$ cat src/rtl/amo_regs.svh
/*
  Register offsets, field positions, reset values and timing counts
  for the housekeeping converter control block.
  Assumes inclusion by the design file and testbench by bare name.
*/
`ifndef AMO_REGS_SVH
`define AMO_REGS_SVH
`define AMO_MEAS_CTRL_OFS     8'h5c
`define AMO_LIMITS_OFS        8'h5d
`define AMO_MEAS_CTRL_RST     8'h00
`define AMO_LIMITS_RST        8'h00
`define AMO_RSVD_HI           7
`define AMO_RSVD_LO           6
`define AMO_TAU_HI            5
`define AMO_TAU_LO            3
`define AMO_PER_HI            2
`define AMO_PER_LO            0
`define AMO_VLIM_HI           7
`define AMO_VLIM_LO           3
`define AMO_TLIM_HI           2
`define AMO_TLIM_LO           0
`define AMO_PULSE_EXP_BIAS    3
`define AMO_NVM_MEAS_CTRL     6'h1c
`define AMO_NVM_LIMITS        6'h1d
`define AMO_NVM_LOAD_LAST     6'h1d
`define AMO_NVM_UID_LO        6'h20
`define AMO_NVM_UID_HI        6'h21
`define AMO_NVM_TEMP_GRADE    6'h2f
`define AMO_NVM_PART_CODE     6'h30
`define AMO_NVM_PART_REV      6'h31
`define AMO_NVM_CAL_LOW       6'h33
`define AMO_NVM_CAL_HIGH      6'h34
`define AMO_NVM_OSC_CAL       6'h35
`define AMO_TIMEOUT_MS        400
`define AMO_CLK_KHZ           200000
`define AMO_TIMEOUT_CYC       (`AMO_TIMEOUT_MS * `AMO_CLK_KHZ)
// Low-limit scaled in 10 uV, temperature in 0.01 C
`define AMO_VA_BASE           80000
`define AMO_VA_STEP           3242
`define AMO_VB_BASE           169900
`define AMO_VB_STEP           4766
`define AMO_T_BASE            11500
`define AMO_T_STEP            555
`define AMO_GRADE_UNDEF       8'h00
`define AMO_GRADE_105         8'h01
`define AMO_GRADE_125         8'h02
`endif

$ cat src/rtl/amo_pkg.sv
/*
  Types for the housekeeping converter control block.
  Assumes amo_regs.svh is on the include path.
*/
package amo_pkg;
  typedef enum logic [1:0] {AMO_LOAD, AMO_RUN} amo_phase_t;
  typedef struct packed {
    amo_phase_t  phase;
    logic [5:0]  nvmAddr;
    logic [7:0]  measCtrl;
    logic [7:0]  limits;
    logic [7:0]  rdData;
    logic        rdValid;
    logic        ready;
    logic [31:0] pulseCnt;
    logic [31:0] timer;
    logic        measStart;
    logic        supplyLow;
    logic        overheat;
    logic        autoPeakAdj;
    logic        biasRefresh;
    logic [15:0] uniqueId;
    logic [7:0]  tempGrade;
    logic [7:0]  calLow;
    logic [7:0]  calHigh;
    logic [7:0]  oscCal;
    logic        p1;
    logic        p2;
  } amo_state_t;
endpackage

$ cat src/rtl/adc_monitor_otp.sv
/*
  Housekeeping converter scheduler, limit comparators and the
  one-time-memory defaults loader with its identity/calibration bytes.
  Assumes a synchronous one-time memory read port (one-cycle latency),
  converter pulse events as same-clock pulses and converted results
  in 10 uV / 0.01 C units, presented with a done pulse.
*/
// Contract
// - Averaging time constant is two to the three-bit filter field.
// - Nonzero period field enables automatic measurements, active and sleep.
// - Measure when summed pulse events reach two to period plus three.
// - Nonzero period also forces a measurement about every 400 ms.
// - Automatic boost peak adjust only if period nonzero and hold bit clear.
// - Period zero stops measurements, bias refresh and peak adjust.
// - While disabled, supply-low and overheat flags hold their values.
// - Single-cell: low input against 800 mV plus code times 32.42 mV.
// - Otherwise main input against 1699 mV plus code times 47.66 mV.
// - Overheat trips at 115 C plus 5.55 C times the heat code.
// - Out of reset, programmed values replace listed defaults.
// - Loader copies memory bytes 0x00 to 0x1d into configuration.
// - Unique identifier low byte at 0x20, high byte at 0x21.
// - Grade byte 0x2f: 0 undefined, 1 to 105 C, 2 to 125 C.
// - Charge calibration low load at 0x33, high load at 0x34.
// - Oscillator calibration constant at 0x35.
`timescale 1ns/1ps
`include "amo_regs.svh"
module adc_monitor_otp
  import amo_pkg::*;
#(
  parameter int unsigned TIMEOUT_CYC = `AMO_TIMEOUT_CYC,
  parameter int unsigned CONVERTERS  = 3
) (
  input  wire logic                  clk,
  input  wire logic                  srst,
  input  wire logic                  regWrite,
  input  wire logic                  regRead,
  input  wire logic [7:0]            regAddr,
  input  wire logic [7:0]            regWdata,
  output logic      [7:0]            regRdata,
  output logic                       regRvalid,
  output logic                       regReady,
  output logic      [5:0]            nvmAddr,
  input  wire logic [7:0]            nvmData,
  output logic                       cfgLoadValid,
  output logic      [5:0]            cfgLoadAddr,
  output logic      [7:0]            cfgLoadData,
  input  wire logic [CONVERTERS-1:0] converterEnable,
  input  wire logic [CONVERTERS-1:0] pulseEvent,
  input  wire logic                  boost_peak_hold_fixed,
  input  wire logic                  single_cell_select,
  input  wire logic                  measDone,
  input  wire logic [17:0]           low_voltage_input,
  input  wire logic [17:0]           main_supply_input,
  input  wire logic [15:0]           dieTemp,
  output logic                       measStart,
  output logic      [2:0]            filter_time_constant_sel,
  output logic      [7:0]            filterTau,
  output logic                       autoPeakAdjust,
  output logic                       biasRefresh,
  output logic                       supplyLow,
  output logic                       overheat,
  output logic      [15:0]           uniqueId,
  output logic      [7:0]            tempGrade,
  output logic      [7:0]            charge_cal_low_load,
  output logic      [7:0]            charge_cal_high_load,
  output logic      [7:0]            oscillator_cal_byte
);
  amo_state_t s_r, s_nxt;
  logic [5:0] nvmAddrLag_r;
  logic [7:0] filterTau_r;
  logic       cfgLoadValid_r;
  logic [5:0] cfgLoadAddr_r;
  logic [7:0] cfgLoadData_r;
  logic [2:0] measurePeriodExponent;
  logic [3:0] pulseExp;
  logic [31:0] pulseTarget;
  logic [31:0] pulseSum;
  logic [18:0] supplyThr;
  logic [15:0] heatThr;

  assign measurePeriodExponent = s_r.measCtrl[`AMO_PER_HI:`AMO_PER_LO];
  assign pulseExp = 4'(measurePeriodExponent) + 4'(`AMO_PULSE_EXP_BIAS);
  assign pulseTarget = 32'h1 << pulseExp;

  // --------------------------------------------------------------
  // Summed pulse events of the enabled converters
  // --------------------------------------------------------------
  logic [CONVERTERS-1:0] livePulse;
  genvar gi;
  generate
    for (gi = 0; gi < CONVERTERS; gi++) begin : g_pulse
      assign livePulse[gi] = pulseEvent[gi] & converterEnable[gi];
    end
  endgenerate
  always_comb begin
    pulseSum = 32'h0;
    for (int i = 0; i < CONVERTERS; i++) begin
      pulseSum = pulseSum + 32'(livePulse[i]);
    end
  end

  // Limits in fixed-point hundredths of mV / degree
  // One bit wider than the inputs: top main-supply codes exceed 18 bits,
  // and a wrapped threshold would silently clear the flag
  assign supplyThr = single_cell_select ?
    19'(`AMO_VA_BASE + `AMO_VA_STEP *
        int'(s_r.limits[`AMO_VLIM_HI:`AMO_VLIM_LO])) :
    19'(`AMO_VB_BASE + `AMO_VB_STEP *
        int'(s_r.limits[`AMO_VLIM_HI:`AMO_VLIM_LO]));
  assign heatThr = 16'(`AMO_T_BASE + `AMO_T_STEP *
        int'(s_r.limits[`AMO_TLIM_HI:`AMO_TLIM_LO]));

  // --------------------------------------------------------------
  // Next-state logic
  // --------------------------------------------------------------
  always_comb begin
    logic autoOn;
    logic [31:0] cnt;
    autoOn = 1'b0;
    cnt = 32'h0;
    s_nxt = s_r;
    s_nxt.rdValid = 1'b0;
    s_nxt.measStart = 1'b0;
    s_nxt.biasRefresh = 1'b0;
    case (s_r.phase)
      AMO_LOAD: begin
        // Address issued last cycle returns now
        s_nxt.nvmAddr = s_r.nvmAddr + 6'h1;
        case (nvmAddrLag_r)
          `AMO_NVM_MEAS_CTRL:  s_nxt.measCtrl = nvmData;
          `AMO_NVM_LIMITS:     s_nxt.limits = nvmData;
          `AMO_NVM_UID_LO:     s_nxt.uniqueId[7:0] = nvmData;
          `AMO_NVM_UID_HI:     s_nxt.uniqueId[15:8] = nvmData;
          `AMO_NVM_TEMP_GRADE: s_nxt.tempGrade = nvmData;
          `AMO_NVM_CAL_LOW:    s_nxt.calLow = nvmData;
          `AMO_NVM_CAL_HIGH:   s_nxt.calHigh = nvmData;
          `AMO_NVM_OSC_CAL: begin
            s_nxt.oscCal = nvmData;
            s_nxt.phase = AMO_RUN;
            s_nxt.ready = 1'b1;
          end
          default: ;
        endcase
      end
      AMO_RUN: begin
        if (regWrite) begin
          if (regAddr == `AMO_MEAS_CTRL_OFS)
            s_nxt.measCtrl = regWdata;
          if (regAddr == `AMO_LIMITS_OFS)
            s_nxt.limits = regWdata;
        end
        if (regRead) begin
          s_nxt.rdValid = 1'b1;
          case (regAddr)
            `AMO_MEAS_CTRL_OFS: s_nxt.rdData = s_r.measCtrl;
            `AMO_LIMITS_OFS:    s_nxt.rdData = s_r.limits;
            default:            s_nxt.rdData = 8'h00;
          endcase
        end
        autoOn = (measurePeriodExponent != 3'h0);
        s_nxt.autoPeakAdj = autoOn & ~boost_peak_hold_fixed;
        if (!autoOn) begin
          s_nxt.pulseCnt = 32'h0;
          s_nxt.timer = 32'h0;
        end else begin
          cnt = s_r.pulseCnt + pulseSum;
          if (cnt >= pulseTarget ||
              s_r.timer >= TIMEOUT_CYC - 1) begin
            s_nxt.measStart = 1'b1;
            s_nxt.pulseCnt = 32'h0;
            s_nxt.timer = 32'h0;
          end else begin
            s_nxt.pulseCnt = cnt;
            s_nxt.timer = s_r.timer + 32'h1;
          end
        end
        // Results landing after a disable are dropped
        if (autoOn && measDone) begin
          s_nxt.biasRefresh = 1'b1;
          s_nxt.supplyLow = 19'(single_cell_select ?
            low_voltage_input : main_supply_input) < supplyThr;
          s_nxt.overheat = dieTemp >= heatThr;
        end
      end
      default: s_nxt.phase = AMO_LOAD;
    endcase
  end

  always_ff @(posedge clk) begin
    if (srst) begin
      s_r <= '0;
      s_r.phase <= AMO_LOAD;
      s_r.measCtrl <= `AMO_MEAS_CTRL_RST;
      s_r.limits <= `AMO_LIMITS_RST;
      nvmAddrLag_r <= 6'h3f;
      filterTau_r <= 8'h01;
      cfgLoadValid_r <= 1'b0;
      cfgLoadAddr_r <= 6'h0;
      cfgLoadData_r <= 8'h0;
    end else begin
      s_r <= s_nxt;
      nvmAddrLag_r <= (s_r.phase == AMO_LOAD) ? s_r.nvmAddr : 6'h3f;
      filterTau_r <= 8'h01 << s_nxt.measCtrl[`AMO_TAU_HI:`AMO_TAU_LO];
      // Forward every configuration byte to the other register owners
      cfgLoadValid_r <= (s_r.phase == AMO_LOAD) &&
                        (nvmAddrLag_r <= `AMO_NVM_LOAD_LAST);
      cfgLoadAddr_r <= nvmAddrLag_r;
      cfgLoadData_r <= nvmData;
    end
  end

  assign nvmAddr = s_r.nvmAddr;
  assign regRdata = s_r.rdData;
  assign regRvalid = s_r.rdValid;
  assign regReady = s_r.ready;
  assign cfgLoadValid = cfgLoadValid_r;
  assign cfgLoadAddr = cfgLoadAddr_r;
  assign cfgLoadData = cfgLoadData_r;
  assign measStart = s_r.measStart;
  assign filter_time_constant_sel = s_r.measCtrl[`AMO_TAU_HI:`AMO_TAU_LO];
  assign filterTau = filterTau_r;
  assign autoPeakAdjust = s_r.autoPeakAdj;
  assign biasRefresh = s_r.biasRefresh;
  assign supplyLow = s_r.supplyLow;
  assign overheat = s_r.overheat;
  assign uniqueId = s_r.uniqueId;
  assign tempGrade = s_r.tempGrade;
  assign charge_cal_low_load = s_r.calLow;
  assign charge_cal_high_load = s_r.calHigh;
  assign oscillator_cal_byte = s_r.oscCal;

  // --------------------------------------------------------------
  // Checks
  // --------------------------------------------------------------
  peak_gate_a: assert property (@(posedge clk) disable iff (srst)
    s_r.phase == AMO_RUN |=> autoPeakAdjust ==
      (($past(measurePeriodExponent) != 3'h0) &&
       !$past(boost_peak_hold_fixed)))
    else $error("peak adjust gate wrong");
  idle_quiet_a: assert property (@(posedge clk) disable iff (srst)
    measurePeriodExponent == 3'h0 && s_r.phase == AMO_RUN
      |=> !measStart && !biasRefresh)
    else $error("activity while disabled");
  flags_hold_a: assert property (@(posedge clk) disable iff (srst)
    measurePeriodExponent == 3'h0 |=> $stable(supplyLow) && $stable(overheat))
    else $error("flags moved while disabled");
  tau_track_a: assert property (@(posedge clk) disable iff (srst)
    filterTau == (8'h01 << filter_time_constant_sel))
    else $error("filter constant wrong");
  ready_late_a: assert property (@(posedge clk) disable iff (srst)
    regReady |-> s_r.phase == AMO_RUN)
    else $error("ready before load done");
  timeout_cap_a: assert property (@(posedge clk) disable iff (srst)
    s_r.timer < TIMEOUT_CYC)
    else $error("timeout overran");
  pulse_fire_a: assert property (@(posedge clk) disable iff (srst)
    s_r.phase == AMO_RUN && measurePeriodExponent != 3'h0 &&
    s_r.pulseCnt + pulseSum >= pulseTarget |=> measStart)
    else $error("pulse trigger missed");
  load_range_a: assert property (@(posedge clk) disable iff (srst)
    cfgLoadValid |-> cfgLoadAddr <= `AMO_NVM_LOAD_LAST)
    else $error("copy outside config range");
endmodule // adc_monitor_otp

$ cat config.mk
export PLATFORM = sky130hd
export DESIGN_NAME = adc_monitor_otp
export DESIGN_NICKNAME = d
export VERILOG_FILES = /design/src/rtl/amo_pkg.sv /design/src/rtl/adc_monitor_otp.sv
export VERILOG_INCLUDE_DIRS = /design/src /design/src/rtl
export SDC_FILE = /design/constraint.sdc
export NUM_CORES = 1
export LEC_CHECK = 0
export BUFFER_PORTS_ARGS = -buffer_cell sky130_fd_sc_hd__buf_2
export CORE_AREA = 3 3 160 162
export CTS_CLUSTER_DIAMETER = 40
export DETAILED_ROUTE_END_ITERATION = 6
export DIE_AREA = 0 0 163 165
export PLACE_DENSITY = 0.74
export SLEW_MARGIN = 10
export SYNTH_ARGS = -nofsm -noshare
export SYNTH_HDL_FRONTEND = slang
export SYNTH_SLANG_ARGS = --single-unit
export TNS_END_PERCENT = 1
$ cat constraint.sdc
create_clock -name clk -period 4.75 [get_ports clk]
set_input_delay 0.7125 -clock clk [delete_from_list [all_inputs] [get_ports clk]]
set_output_delay 0.7125 -clock clk [all_outputs]
set_load 0.01 [all_outputs]
* After elaboration in Yosys (flattened, before gate mapping)
Cells that the tools add are included.
Storage, ports and cells: bits of input ports 89, logic and storage cells 106, bits in registers 180
Cells by class: multipliers 3, equal/unequal tests 17, shifts and indexed selects 2, bitwise gates (word level) 8, $lt $le $gt $ge 5, mux-type cells 16, add/subtract/negate cells 9, reductions and logical operators 20
Operators with widths (count):
- $mux W64 | 2
- $eq A6 B6 Y1 const B | 6
- $add A32 B1 Y32 const B | 1
- $add A32 B3 Y32 | 1
- $ge A32 B27 Y1 const B | 1
- $ge A32 B32 Y1 | 1
- $mux W8 | 4
- $pmux W16 S2 | 1
- $shl A1 B4 Y32 const A | 1
- $add A18 B18 Y19 const A | 1
- $lt A18 B19 Y1 | 1
- $mux W19 | 1
- $add A17 B17 Y18 const A | 1
- $mux W18 | 1
- $reduce_and A2 Y1 | 9
- $mul A12 B5 Y17 const A | 1
- $eq A8 B7 Y1 const B | 2
- $ge A16 B15 Y1 | 1
- $mul A11 B5 Y16 const A | 1
- $mux W16 | 1
- $pmux W8 S2 | 1
- $add A14 B13 Y15 const A | 1
- $mul A10 B3 Y13 const A | 1
- $eq A6 B5 Y1 const B | 2
- 22 further kinds | 37

* Logic depth before layout (Yosys ltp)
Gate-level depths: netlist of run 1.
depth after elaboration 8, depth in mapped cells 22, depth with buffers taken out 22

* Worst setup path after synthesis of run 1
No wires, ideal clock.
path type reg-to-reg, from reg s_r[136] (netlist name), to reg s_r, in the netlist supplyLow, path slack -183 ps, arrival 4817 ps, required time 4634 ps, setup time 116 ps, stages on the path, launching flop included 20, cell sequence dfxtp_1 fa_1 fa_1 ha_1 ha_1 nor2b_1 o21a_1 or3_1 a21oi_1 a41oi_1 nor2_1 nor2_1 a32o_1 ha_1 nand4_1 a2111oi_0 o21ai_0 o2111ai_1 a211oi_1 a31o_2
On the way: word-level cells in the longest chain between the ends 4, elaborated cells between the ends (all ways) 6, classes of those cells add/sub (2); mul (2); order compare (1); mux (1)
Ends and longest elaborated chain:
- start: declaration | line adc_monitor_otp.sv:68 | amo_state_t s_r, s_nxt;
- start signal: assignment | line adc_monitor_otp.sv:201 | s_r <= s_nxt;
- $mul A12 B5 Y17 (no source line) / $mul A11 B5 Y16 (equally long branches)
- $add A18 B18 Y19 (no source line) / $add A17 B17 Y18 (equally long branches)
- $mux W19 * | line adc_monitor_otp.sv:105 | assign supplyThr = single_cell_select ?
- $lt A18 B19 Y1 * | line adc_monitor_otp.sv:181 | low_voltage_input : main_supply_input) < supplyThr;
Mark *: on every way between the ends. The rest lies on a longest branch, timed or not. A chain may end at the register's enable or synchronous reset.

* Final worst setup path of run 1
from reg s_r[135] (netlist name), to reg s_r, in the netlist supplyLow
Same word-level chain as after synthesis.

==> results of run 1 <==
==> cells in the mapped netlist, types with 7 or more instances <==
cell type,number
ha_1,119
a31oi_1,8
nor3_1,32
nand2_1,145
dfxtp_1,179
mux2i_1,69
a211oi_1,14
and2_1,28
o211ai_2,9
or3_1,14
xnor2_1,58
o21ai_0,45
and3_1,17
buf_4,65
o211ai_1,7
mux2_2,20
clkbuf_1,45
fa_1,13
a21o_1,17
xor2_1,21
inv_1,51
a21oi_1,51
nand3_1,33
nor4_1,14
nor2_1,134
o21ai_1,23
nand2b_1,7
o21a_1,7
nor2b_1,33
nand4_1,19
and4_1,9
==> stage by stage <==
step                power, mW  utilization, %  cells  hold WS, ns  setup TNS (ns)
detailed placement       1.99            55.3   1887        0.438          -11.12
CTS                      3.44            58.5   1922        0.452         -0.0974
floorplan                1.85               -   1415        0.420               0
global route             3.58            59.2   1926        0.454          -0.379
global placement         1.98            55.3   1887        0.431           -7.66
finish                   3.45            59.2   1926        0.456          -0.130
==> power by group through the flow <==
| stage | logic [mW] | registers, mW | clock network (mW) |
|---|---|---|---|
| global route | 0.500 | 1.55 | 1.53 |
| global placement | 0.400 | 1.58 | 0 |
| CTS | 0.427 | 1.54 | 1.47 |
| floorplan | 0.266 | 1.58 | 0 |
| detailed placement | 0.411 | 1.58 | 0 |
| finish | 0.451 | 1.54 | 1.45 |
==> flip-flops by register name (all words and copies together) (netlist names), 8 cells and up <==
register	flops
charge_cal_high_load	8
charge_cal_low_load	8
s_r	75
filterTau	8
cfgLoadData	8
tempGrade	8
regRdata	8
oscillator_cal_byte	8
uniqueId	16
==> tightest hold or removal path, stage by stage, from the launching register on <==
cell and delay, ns:
dfxtp_1 0.33, nand2_1 0.04, o21ai_0 0.06
==> area by class of cell <==
| cell class | count | share of cell area, % |
|---|---|---|
| Timing Repair Buffer | 278 | 11.6 |
| Inverter | 51 | 1.33 |
| Sequential cell | 179 | 25.0 |
| Tap cell | 324 | 2.82 |
| Clock buffer | 18 | 3.06 |
| Clock inverter | 14 | 1.23 |
| Multi-Input combinational cell | 1062 | 54.9 |
==> cells by family after synthesis <==
group,count (synthesis),share of synthesized area [%]
AND/OR/NAND/NOR,522,21.6
AO/OA/AOI/OAI,239,13.3
flip-flops,179,29.6
buffers and inverters,174,7.72
adder cells (fa/ha/maj),132,14.5
multiplexers,90,7.66
XOR/XNOR,79,5.72
==> per-layer routing <==
metal,up-vias,GRT usage [%]
li1,5267,-
met1,4963,28.7
met2,270,38.1
met3,69,4.97
met4,4,9.11
met5,-,0
==> repair_timing <==
action,in CTS,in global routing
setup buffers,3,4
pin swaps,15,21
setup endpoints to repair,1,23
gates resized for setup,26,28
==> how the worst max path moves through the flow <==
stage                     end  slack, ns  cells past startpoint
global placement      s_r[78]      -0.25                     20
CTS                 supplyLow       -0.1                     23
global route        supplyLow      -0.38                     23
detailed placement  supplyLow      -0.34                     21
floorplan           supplyLow       0.05                     19
finish              supplyLow      -0.13                     21
==> results.yml, run 1 <==
routing:
  via_per_inst: 5.49
  ant_nets: 0
  highest_layer: "met5"
  vias: 10600
  routed-wl-met2_mm: 14.4
  wl_met1_mm: 13.4
  avgRoutedWirePerCell_um: 15.9
  dr_wl_met3_mm: 1.72
  first_pass_iters: 5
  drtIter0Drc: 599
  drc_errors: 0
  wl_mm: 30.6
place:
  hpwl_mm: 22.6
  dp_slack_ns: -0.340
  portBuffers: 181
  gp_congestion: 0.891
  placed_area_um2: 13400
finish:
  drive_gt1_share_pct: 25.2
  multi_input_area_um2: 7890
  final_cell_mix: "180 x buf_2, 176 x dfxtp_1, 145 x nand2_1, 131 x nor2_1, 114 x ha_1"
  regArea_um2: 3590
  finalNetCount: 1810
  syn2layout_area_growth_pct: 18.6
  final_common_cell: "buf_2"
  fillers: 2089
  n_antenna_cell: 0
  fin_area_um2: 14400
worst_setup_path:
  worstPathRequired_ns: 5.08
  rr_startpoint: "s_r[135]"
  cp_cell_sequence: "fa_1 -> fa_1 -> ha_4 -> ha_4 -> nor2b_4 -> o21a_1 -> o21ai_1 -> buf_4 -> buf_4 -> a211oi_4 -> buf_4 -> nand3_1 -> xnor2_2 -> a21oi_1 -> ha_1 -> nand4_1 -> buf_4 -> buf_4 -> o2111ai_2 -> a211oi_2 -> a31o_2"
  cp_top_family: "adder cells"
  criticalPathCategory: "register to register"
  critPathMostFrequentCell: "buf_4"
  crit_path_max_incr_delay_ns: 0.58
  cp_num_buf_inv: 5
  reg2regPathDepth: 21
  cp_max_fo: 4
  rrSetupSlack_ns: -0.13
  cp.arrival_ns: 5.21
  start_kind: "register"
  r2r-end: "supplyLow"
  startpoint: "s_r[135]"
  cp-end-kind: "register"
  crit_slowest_cell: "fa_1"
synth:
  syn_avg_cell_area_um2: 8.55
  yosysWarnings: 0
  syn_inst: 1415
  synth_top_area_share_pct: 29.6
  ys.flop_type: "dfxtp_1"
  synth_seq_cells: 179
  synth_area_um2: 12100
  syn-num-nets: 1636
  async_reset_ff_share_pct: 0
  synth-edff-count: 0
  synth_area_leaders: "dfxtp_1 30%, ha_1 12%, mux2i_1 5.7%, nand2_1 4.5%, xnor2_1 4.2%"
  yosys.area.top_type: "dfxtp_1"
  ys_seq_area_share_pct: 29.6
  post_synth_num_cell_types: 80
sta:
  final_max_slew_viol_count: 0
  hold_viol_final: 0
  slew_headroom_pct: 27.1
  rsz0062_at_grt: "true"
  finalSetupViolations: 1
  tightest_slew_ns: 1.09
  fin_crit_ns: 4.88
  timing.clock.skew_ns: 0.0155
  finalWorstSetupSlack_ns: -0.130
  min_period_over_period_pct: 103
  fmax_mhz: 205
cts:
  hold_buffers: 0
  clockBufferDepth: 2
  cts_tree: "built"
  h-tree-depth: 4
  path_clk_slew_ns: 0.08
  cts_num_sinks: 179
  cts-root-buf: "clkbuf_16"
  worstSkewPairLatency_ns: 0.45
  cts_buffers: 17
global_routing:
  grt_pass1_wl_mm: 50.2
  grt_util_all_layers_pct: 22.8
  antenna_found_initial: 2
  grt_pass1_vias: 10300
  overflow: 0
  grt_max_degree: 106
status:
  failed_checks: "setup timing"
  status: "finished, violations left"
pwr:
  power.density_nw_per_um2: 240
  comb_power_share_pct: 13.1
  p_int_mw: 2.46
  pwr-share-seq_pct: 44.8
  clockPowerShare_pct: 42.1
  p_switching_mw: 0.986
  swShare_pct: 28.6
  peakVddDrop_mv: 0.212
  p_leak_nw: 6.53
min_path:
  hp-start: "autoPeakAdjust"
  worstHoldPathType: "register to register"
  hold_path_end: "autoPeakAdjust"
  holdPathStages: 2
floorplanning:
  die_x_um: 163
  fp-row-count: 57
  core_area_um2: 24200
  die_h_um: 165
  initial_core_util_pct: 49.9
  io_pins: 184
  die_area_um2: 26900
run:
  maxCapViolations: 0
No activity file was read; power rests on OpenSTA's default activity.
==> inputs of run 2 (changes only) <==
--- a/config.mk
+++ b/config.mk
@@ -11,7 +11,9 @@
 export CTS_CLUSTER_DIAMETER = 40
 export DETAILED_ROUTE_END_ITERATION = 6
 export DIE_AREA = 0 0 163 165
+export HOLD_SLACK_MARGIN = 0.06
 export PLACE_DENSITY = 0.74
+export SKIP_LAST_GASP = 1
 export SLEW_MARGIN = 10
 export SYNTH_ARGS = -nofsm -noshare
 export SYNTH_HDL_FRONTEND = slang
==> run 2 against run 1 <==
Against the previous run: the run still ends with setup timing left; largest cell class unchanged; largest power group unchanged; register-to-register slack about the same; highest routed layer unchanged; critical path type unchanged; clock power barely moved; flip-flop and latch count unchanged; power about the same; clock skew is 0.0019 ns lower.
==> results.yml, run 2 (synthesis gave the netlist of run 1 again) <==
finish:
  final_common_cell: "buf_2"
  stdcell_count: 1927
  registers.top_by_ff_count: "s_r"
  final_cell_mix: "180 x buf_2, 176 x dfxtp_1, 145 x nand2_1, 131 x nor2_1, 115 x ha_1"
  drive_gt1_share_pct: 25.0
  syn2layout_area_growth_pct: 18.4
  finalNetCount: 1810
  fillers: 2101
  largest_register_ffs: 75
cts:
  path_clk_slew_ns: 0.08
  cts_tree: "built"
  hold_buffers: 0
  cts_buffers: 17
  cts-root-buf: "clkbuf_16"
  h-tree-depth: 4
  cts_num_sinks: 179
  clockBufferDepth: 2
  worstSkewPairLatency_ns: 0.45
worst_setup_path:
  criticalPathCategory: "register to register"
  rrSetupSlack_ns: -0.14
  start_kind: "register"
  worstPathRequired_ns: 5.09
  critPathMostFrequentCell: "buf_4"
  cp.arrival_ns: 5.23
  cp_cell_sequence: "fa_1 -> fa_1 -> ha_4 -> ha_4 -> nor2b_4 -> o21a_1 -> o21ai_0 -> buf_4 -> buf_4 -> a211oi_4 -> buf_4 -> nand3_1 -> xnor2_2 -> a21oi_1 -> ha_1 -> nand4_1 -> buf_4 -> buf_4 -> o2111ai_2 -> a211oi_2 -> a31o_2"
  crit_slowest_cell: "fa_1"
  cp_max_fo: 4
  crit_path_max_incr_delay_ns: 0.58
  cp-end-kind: "register"
status:
  status: "finished, violations left"
  failed_checks: "setup timing"
pwr:
  p_leak_nw: 6.51
  power.density_nw_per_um2: 240
  peakVddDrop_mv: 0.214
  total_power_mw: 3.44
floorplanning:
  die_x_um: 163
  die_h_um: 165
  die_area_um2: 26900
  core_area_um2: 24200
  fp-row-count: 57
  io_pins: 184
  initial_core_util_pct: 49.9
global_routing:
  grt_pass1_wl_mm: 50.2
  overflow: 0
  grt_pass1_vias: 10300
  grt_util_all_layers_pct: 22.8
  grt_max_degree: 106
  antenna_found_initial: 2
sta:
  fin_crit_ns: 4.89
  timing.clock.skew_ns: 0.0136
  min_period_over_period_pct: 103
  rsz0062_at_grt: "true"
  fmax_mhz: 204
  finalWorstSetupSlack_ns: -0.144
  hold_viol_final: 0
  slew_headroom_pct: 26.1
  finalSetupViolations: 1
  tns_ns: -0.144
  tightest_slew_ns: 1.11
  final_max_slew_viol_count: 0
place:
  hpwl_mm: 22.6
  dp_slack_ns: -0.340
  dpl.cell_count: 1887
  portBuffers: 181
  gp_congestion: 0.891
min_path:
  worstHoldPathType: "register to register"
run:
  maxCapViolations: 0
routing:
  first_pass_iters: 7
  via_per_inst: 5.51
  drc_errors: 0
  vias: 10600
  avgRoutedWirePerCell_um: 15.9
  wl_mm: 30.7
  drtIter0Drc: 693
  ant_nets: 0
[run 2: changes by cell type in the layout (fill, tap and decap cells not counted), sizes merged]
cell / previous run / this run
diode: 0 / 1
[run 2: power breakdown]
part | switching (mW) | total (mW) | internal (mW)
clock | 0.718 | 1.45 | 0.730
sequential | 0.0215 | 1.55 | 1.52
combinational | 0.247 | 0.452 | 0.205
[run 2: area by class of cell]
cell class                      instances  area [um^2]  area share (%)
Sequential cell                       179         3590            25.0
Clock inverter                         14          176            1.23
Tap cell                              324          405            2.83
Multi-Input combinational cell       1062         7860            54.9
Clock buffer                           18          439            3.06
Inverter                               51          191            1.34
Timing Repair Buffer                  278         1670            11.6
Antenna cell                            1         2.50          0.0175
[run 2: path summary, 6_finish.rpt]
kind	start	endpoint	cells past startpoint
worst max register to register	s_r[135]	supplyLow	21
worst min register to register	autoPeakAdjust	autoPeakAdjust	2
worst min-delay path	autoPeakAdjust	autoPeakAdjust	2
worst max-delay path	s_r[135]	supplyLow	21
[run 2: critical path: cells and delay by family, from the launching register on]
family                     cells  cell delay [ns]
and+or+nand+nor                3             0.45
AOI/OAI and AO/OA              7             1.10
adders and majority gates      5             1.90
DFF                            1             0.37
buffers and inverters          5             0.78
xor gates and xnor gates       1             0.18
[run 2: metrics by stage]
step / hold slack, ns / instance area, um^2 / utilization [%]
floorplan: 0.420 / 12100 / -
global placement: 0.431 / 13400 / 55.3
detailed placement: 0.438 / 13400 / 55.3
CTS: 0.452 / 14200 / 58.4
global route: 0.454 / 14300 / 59.1
finish: 0.456 / 14300 / 59.1
[run 2: layer usage]
metal	track usage (%)	vias to the layer above	wire length, um
li1	-	5266	-
met1	28.7	4982	13200
met2	38.1	296	14500
met3	4.97	69	1940
met4	9.11	4	1040
met5	0	-	26
[run 2: what timing repair did]
item / 4_1_cts / 5_1_grt
gates cloned: 0 / 0
pin swaps: 15 / 20
endpoints found under the setup margin: 1 / 23
setup buffers: 3 / 4
gates resized for setup: 24 / 24
endpoints found under the hold margin: 0 / 0
==> inputs of run 3 (changes only) <==
--- a/config.mk
+++ b/config.mk
@@ -6,13 +6,16 @@
 export SDC_FILE = /design/constraint.sdc
 export NUM_CORES = 1
 export LEC_CHECK = 0
+export ABC_AREA = 1
 export BUFFER_PORTS_ARGS = -buffer_cell sky130_fd_sc_hd__buf_2
-export CORE_AREA = 3 3 160 162
+export CAP_MARGIN = 20
+export CORE_AREA = 3 3 164 166
 export CTS_CLUSTER_DIAMETER = 40
 export DETAILED_ROUTE_END_ITERATION = 6
-export DIE_AREA = 0 0 163 165
+export DIE_AREA = 0 0 167 169
 export HOLD_SLACK_MARGIN = 0.06
-export PLACE_DENSITY = 0.74
+export MAX_ROUTING_LAYER = met4
+export PLACE_DENSITY = 0.73
 export SKIP_LAST_GASP = 1
 export SLEW_MARGIN = 10
 export SYNTH_ARGS = -nofsm -noshare
==> run 3 against run 2 <==
Against the previous run: largest power group unchanged; maximum frequency increased by 11%; critical path depth increased by 8; synthesized area increased by 5.5%; sequential share of layout area decreased by 0.21 points; wire length increased by 11%; clock power about the same; worst setup slack improved by 0.48 ns; final cell count increased by 25%; combinational power decreased by 7.3%; the flow now finishes without violations; critical path type unchanged.
==> results.yml, run 3 <==
run:
  maxCapViolations: 0
synth:
  post_synth_num_cell_types: 45
  syn_avg_cell_area_um2: 6.58
  yosysWarnings: 0
  syn-num-nets: 2163
  synthTopCellsByCount: "514 x nand2_1, 259 x inv_1, 193 x nor2_1, 179 x dfxtp_1, 121 x o21ai_0"
  async_reset_ff_share_pct: 0
  synth.most_common_cell: "nand2_1"
  yosys.area.top_type: "dfxtp_1"
  synth_area_um2: 12800
  synth-edff-count: 0
  ys_seq_area_share_pct: 28.1
  synth_seq_cells: 179
  synth_top_area_share_pct: 28.1
  syn_inst: 1942
  synth_area_leaders: "dfxtp_1 28%, nand2_1 15%, ha_1 12%, inv_1 7.6%, nor2_1 5.7%"
  ys.flop_type: "dfxtp_1"
finish:
  final_common_cell: "nand2_1"
  final_cell_mix: "507 x nand2_1, 257 x inv_1, 189 x nor2_1, 181 x buf_2, 176 x dfxtp_1"
  syn2layout_area_growth_pct: 13.2
  drive_gt1_share_pct: 14.7
  regArea_um2: 3590
  largest_register_ffs: 75
  finalNetCount: 2287
  fillers: 2553
  registers.top_by_ff_count: "s_r"
  final_util_pct: 56.1
  multi_input_area_um2: 7690
  stdcell_count: 2417
place:
  portBuffers: 181
  hpwl_mm: 26.4
  dp_slack_ns: -0.00444
  dpl.cell_count: 2379
  gp_congestion: 0.948
cts:
  cts_tree: "built"
  cts-root-buf: "clkbuf_16"
  clockBufferDepth: 2
  h-tree-depth: 4
  path_clk_slew_ns: 0.07
  cts_buffers: 17
  worstSkewPairLatency_ns: 0.44
  cts_num_sinks: 179
global_routing:
  antenna_found_initial: 3
  overflow: 0
  grt_max_degree: 55
  grt_pass1_wl_mm: 55.0
  grt_util_all_layers_pct: 23.9
  grt_pass1_vias: 11400
sta:
  final_max_slew_viol_count: 0
  tightest_slew_ns: 0.864
  timing.clock.skew_ns: 0.0160
  hold_viol_final: 0
  fin_crit_ns: 4.41
  fmax_mhz: 227
  min_period_over_period_pct: 92.9
  finalWorstSetupSlack_ns: 0.338
  slew_headroom_pct: 42.3
  finalSetupViolations: 0
floorplanning:
  core_area_um2: 25800
  initial_core_util_pct: 49.6
  die_x_um: 167
  die_h_um: 169
  fp-row-count: 59
  io_pins: 184
  die_area_um2: 28200
pwr:
  power.density_nw_per_um2: 235
  p_leak_nw: 7.16
  peakVddDrop_mv: 0.190
  total_power_mw: 3.40
status:
  status: "finished, final reports clean"
routing:
  ant_nets: 0
  drc_errors: 0
  wl_mm: 33.9
  drtIter0Drc: 900
  avgRoutedWirePerCell_um: 14.0
  via_per_inst: 5.14
  vias: 12400
  first_pass_iters: 6
min_path:
  worstHoldPathType: "register to register"
worst_setup_path:
  cp-end-kind: "register"
  crit_path_max_incr_delay_ns: 0.57
  crit_slowest_cell: "fa_1"
  critPathMostFrequentCell: "nand2_1"
  start_kind: "register"
  cp.arrival_ns: 4.79
  cp_max_fo: 6
  worstPathRequired_ns: 5.12
  criticalPathCategory: "register to register"
[run 3: power breakdown]
group | total (mW) | leakage, nW | internal, mW | switching, mW
clock network | 1.44 | 0.284 | 0.749 | 0.688
logic | 0.419 | 5.43 | 0.161 | 0.257
registers | 1.54 | 1.45 | 1.53 | 0.0189
[run 3: final timing paths]
check                                       startpoint                      to  slack, ns  cells past startpoint
worst max-delay path                          s_r[135]               supplyLow       0.34                     29
worst min-delay path            oscillator_cal_byte[7]  oscillator_cal_byte[7]       0.45                      2
worst max register to register                s_r[135]               supplyLow       0.34                     29
worst min register to register  oscillator_cal_byte[7]  oscillator_cal_byte[7]       0.45                      2
[run 3: through the flow]
stage / hold WS [ns] / area (um^2) / setup TNS (ns)
3_5_place_dp: 0.434 / 13700 / -0.00444
5_1_grt: 0.455 / 14500 / -0.00530
4_1_cts: 0.444 / 14300 / 0
3_3_place_gp: 0.423 / 13700 / 0
2_1_floorplan: 0.415 / 12800 / 0
6_report: 0.445 / 14500 / 0
[run 3: cell families (layout without fill, tap and decap cells)]
family / count (synthesis) / count (layout) / share of synthesized area, %
buffers and inverters: 370 / 506 / 12.9
other: 0 / 4 / 0
adders and majority gates: 132 / 132 / 13.7
AOI/OAI and AO/OA: 322 / 322 / 13.9
xor gates and xnor gates: 33 / 33 / 2.26
and+or+nand+nor: 906 / 906 / 29.3
DFF: 179 / 179 / 28.1
[run 3: what timing repair did]
item,in CTS,in global routing
hold buffers,0,0
pin swaps,0,6
resized for setup,1,38
endpoints found under the hold margin,0,0
setup buffers,0,3
endpoints found under the setup margin,1,1
[run 3: layout make-up]
type                       count  area share [%]
inverter                     261            6.78
timing repair buffer         214            8.09
antenna                        4          0.0692
clock buffer                  17            2.94
tap                          335            2.90
multi-input combinational   1393            53.2
sequential                   179            24.8
clock inverter                14            1.19
[run 3: critical path: cells and delay by family (launching register included)]
family	cells	cell delay, ns
adder cells (fa/ha/maj)	5	1.91
AO/OA/AOI/OAI	5	0.49
buffers and inverters	2	0.19
flip-flops	1	0.38
AND/OR/NAND/NOR	17	1.38
[run 3: routing by layer]
| layer | track usage (%) | routed length (um) | up-vias |
|---|---|---|---|
| li1 | - | - | 6457 |
| met1 | 30.4 | 15600 | 5667 |
| met2 | 40.3 | 16200 | 256 |
| met3 | 3.60 | 1480 | 39 |
| met4 | 5.42 | 590 | 0 |
| met5 | - | 0 | - |
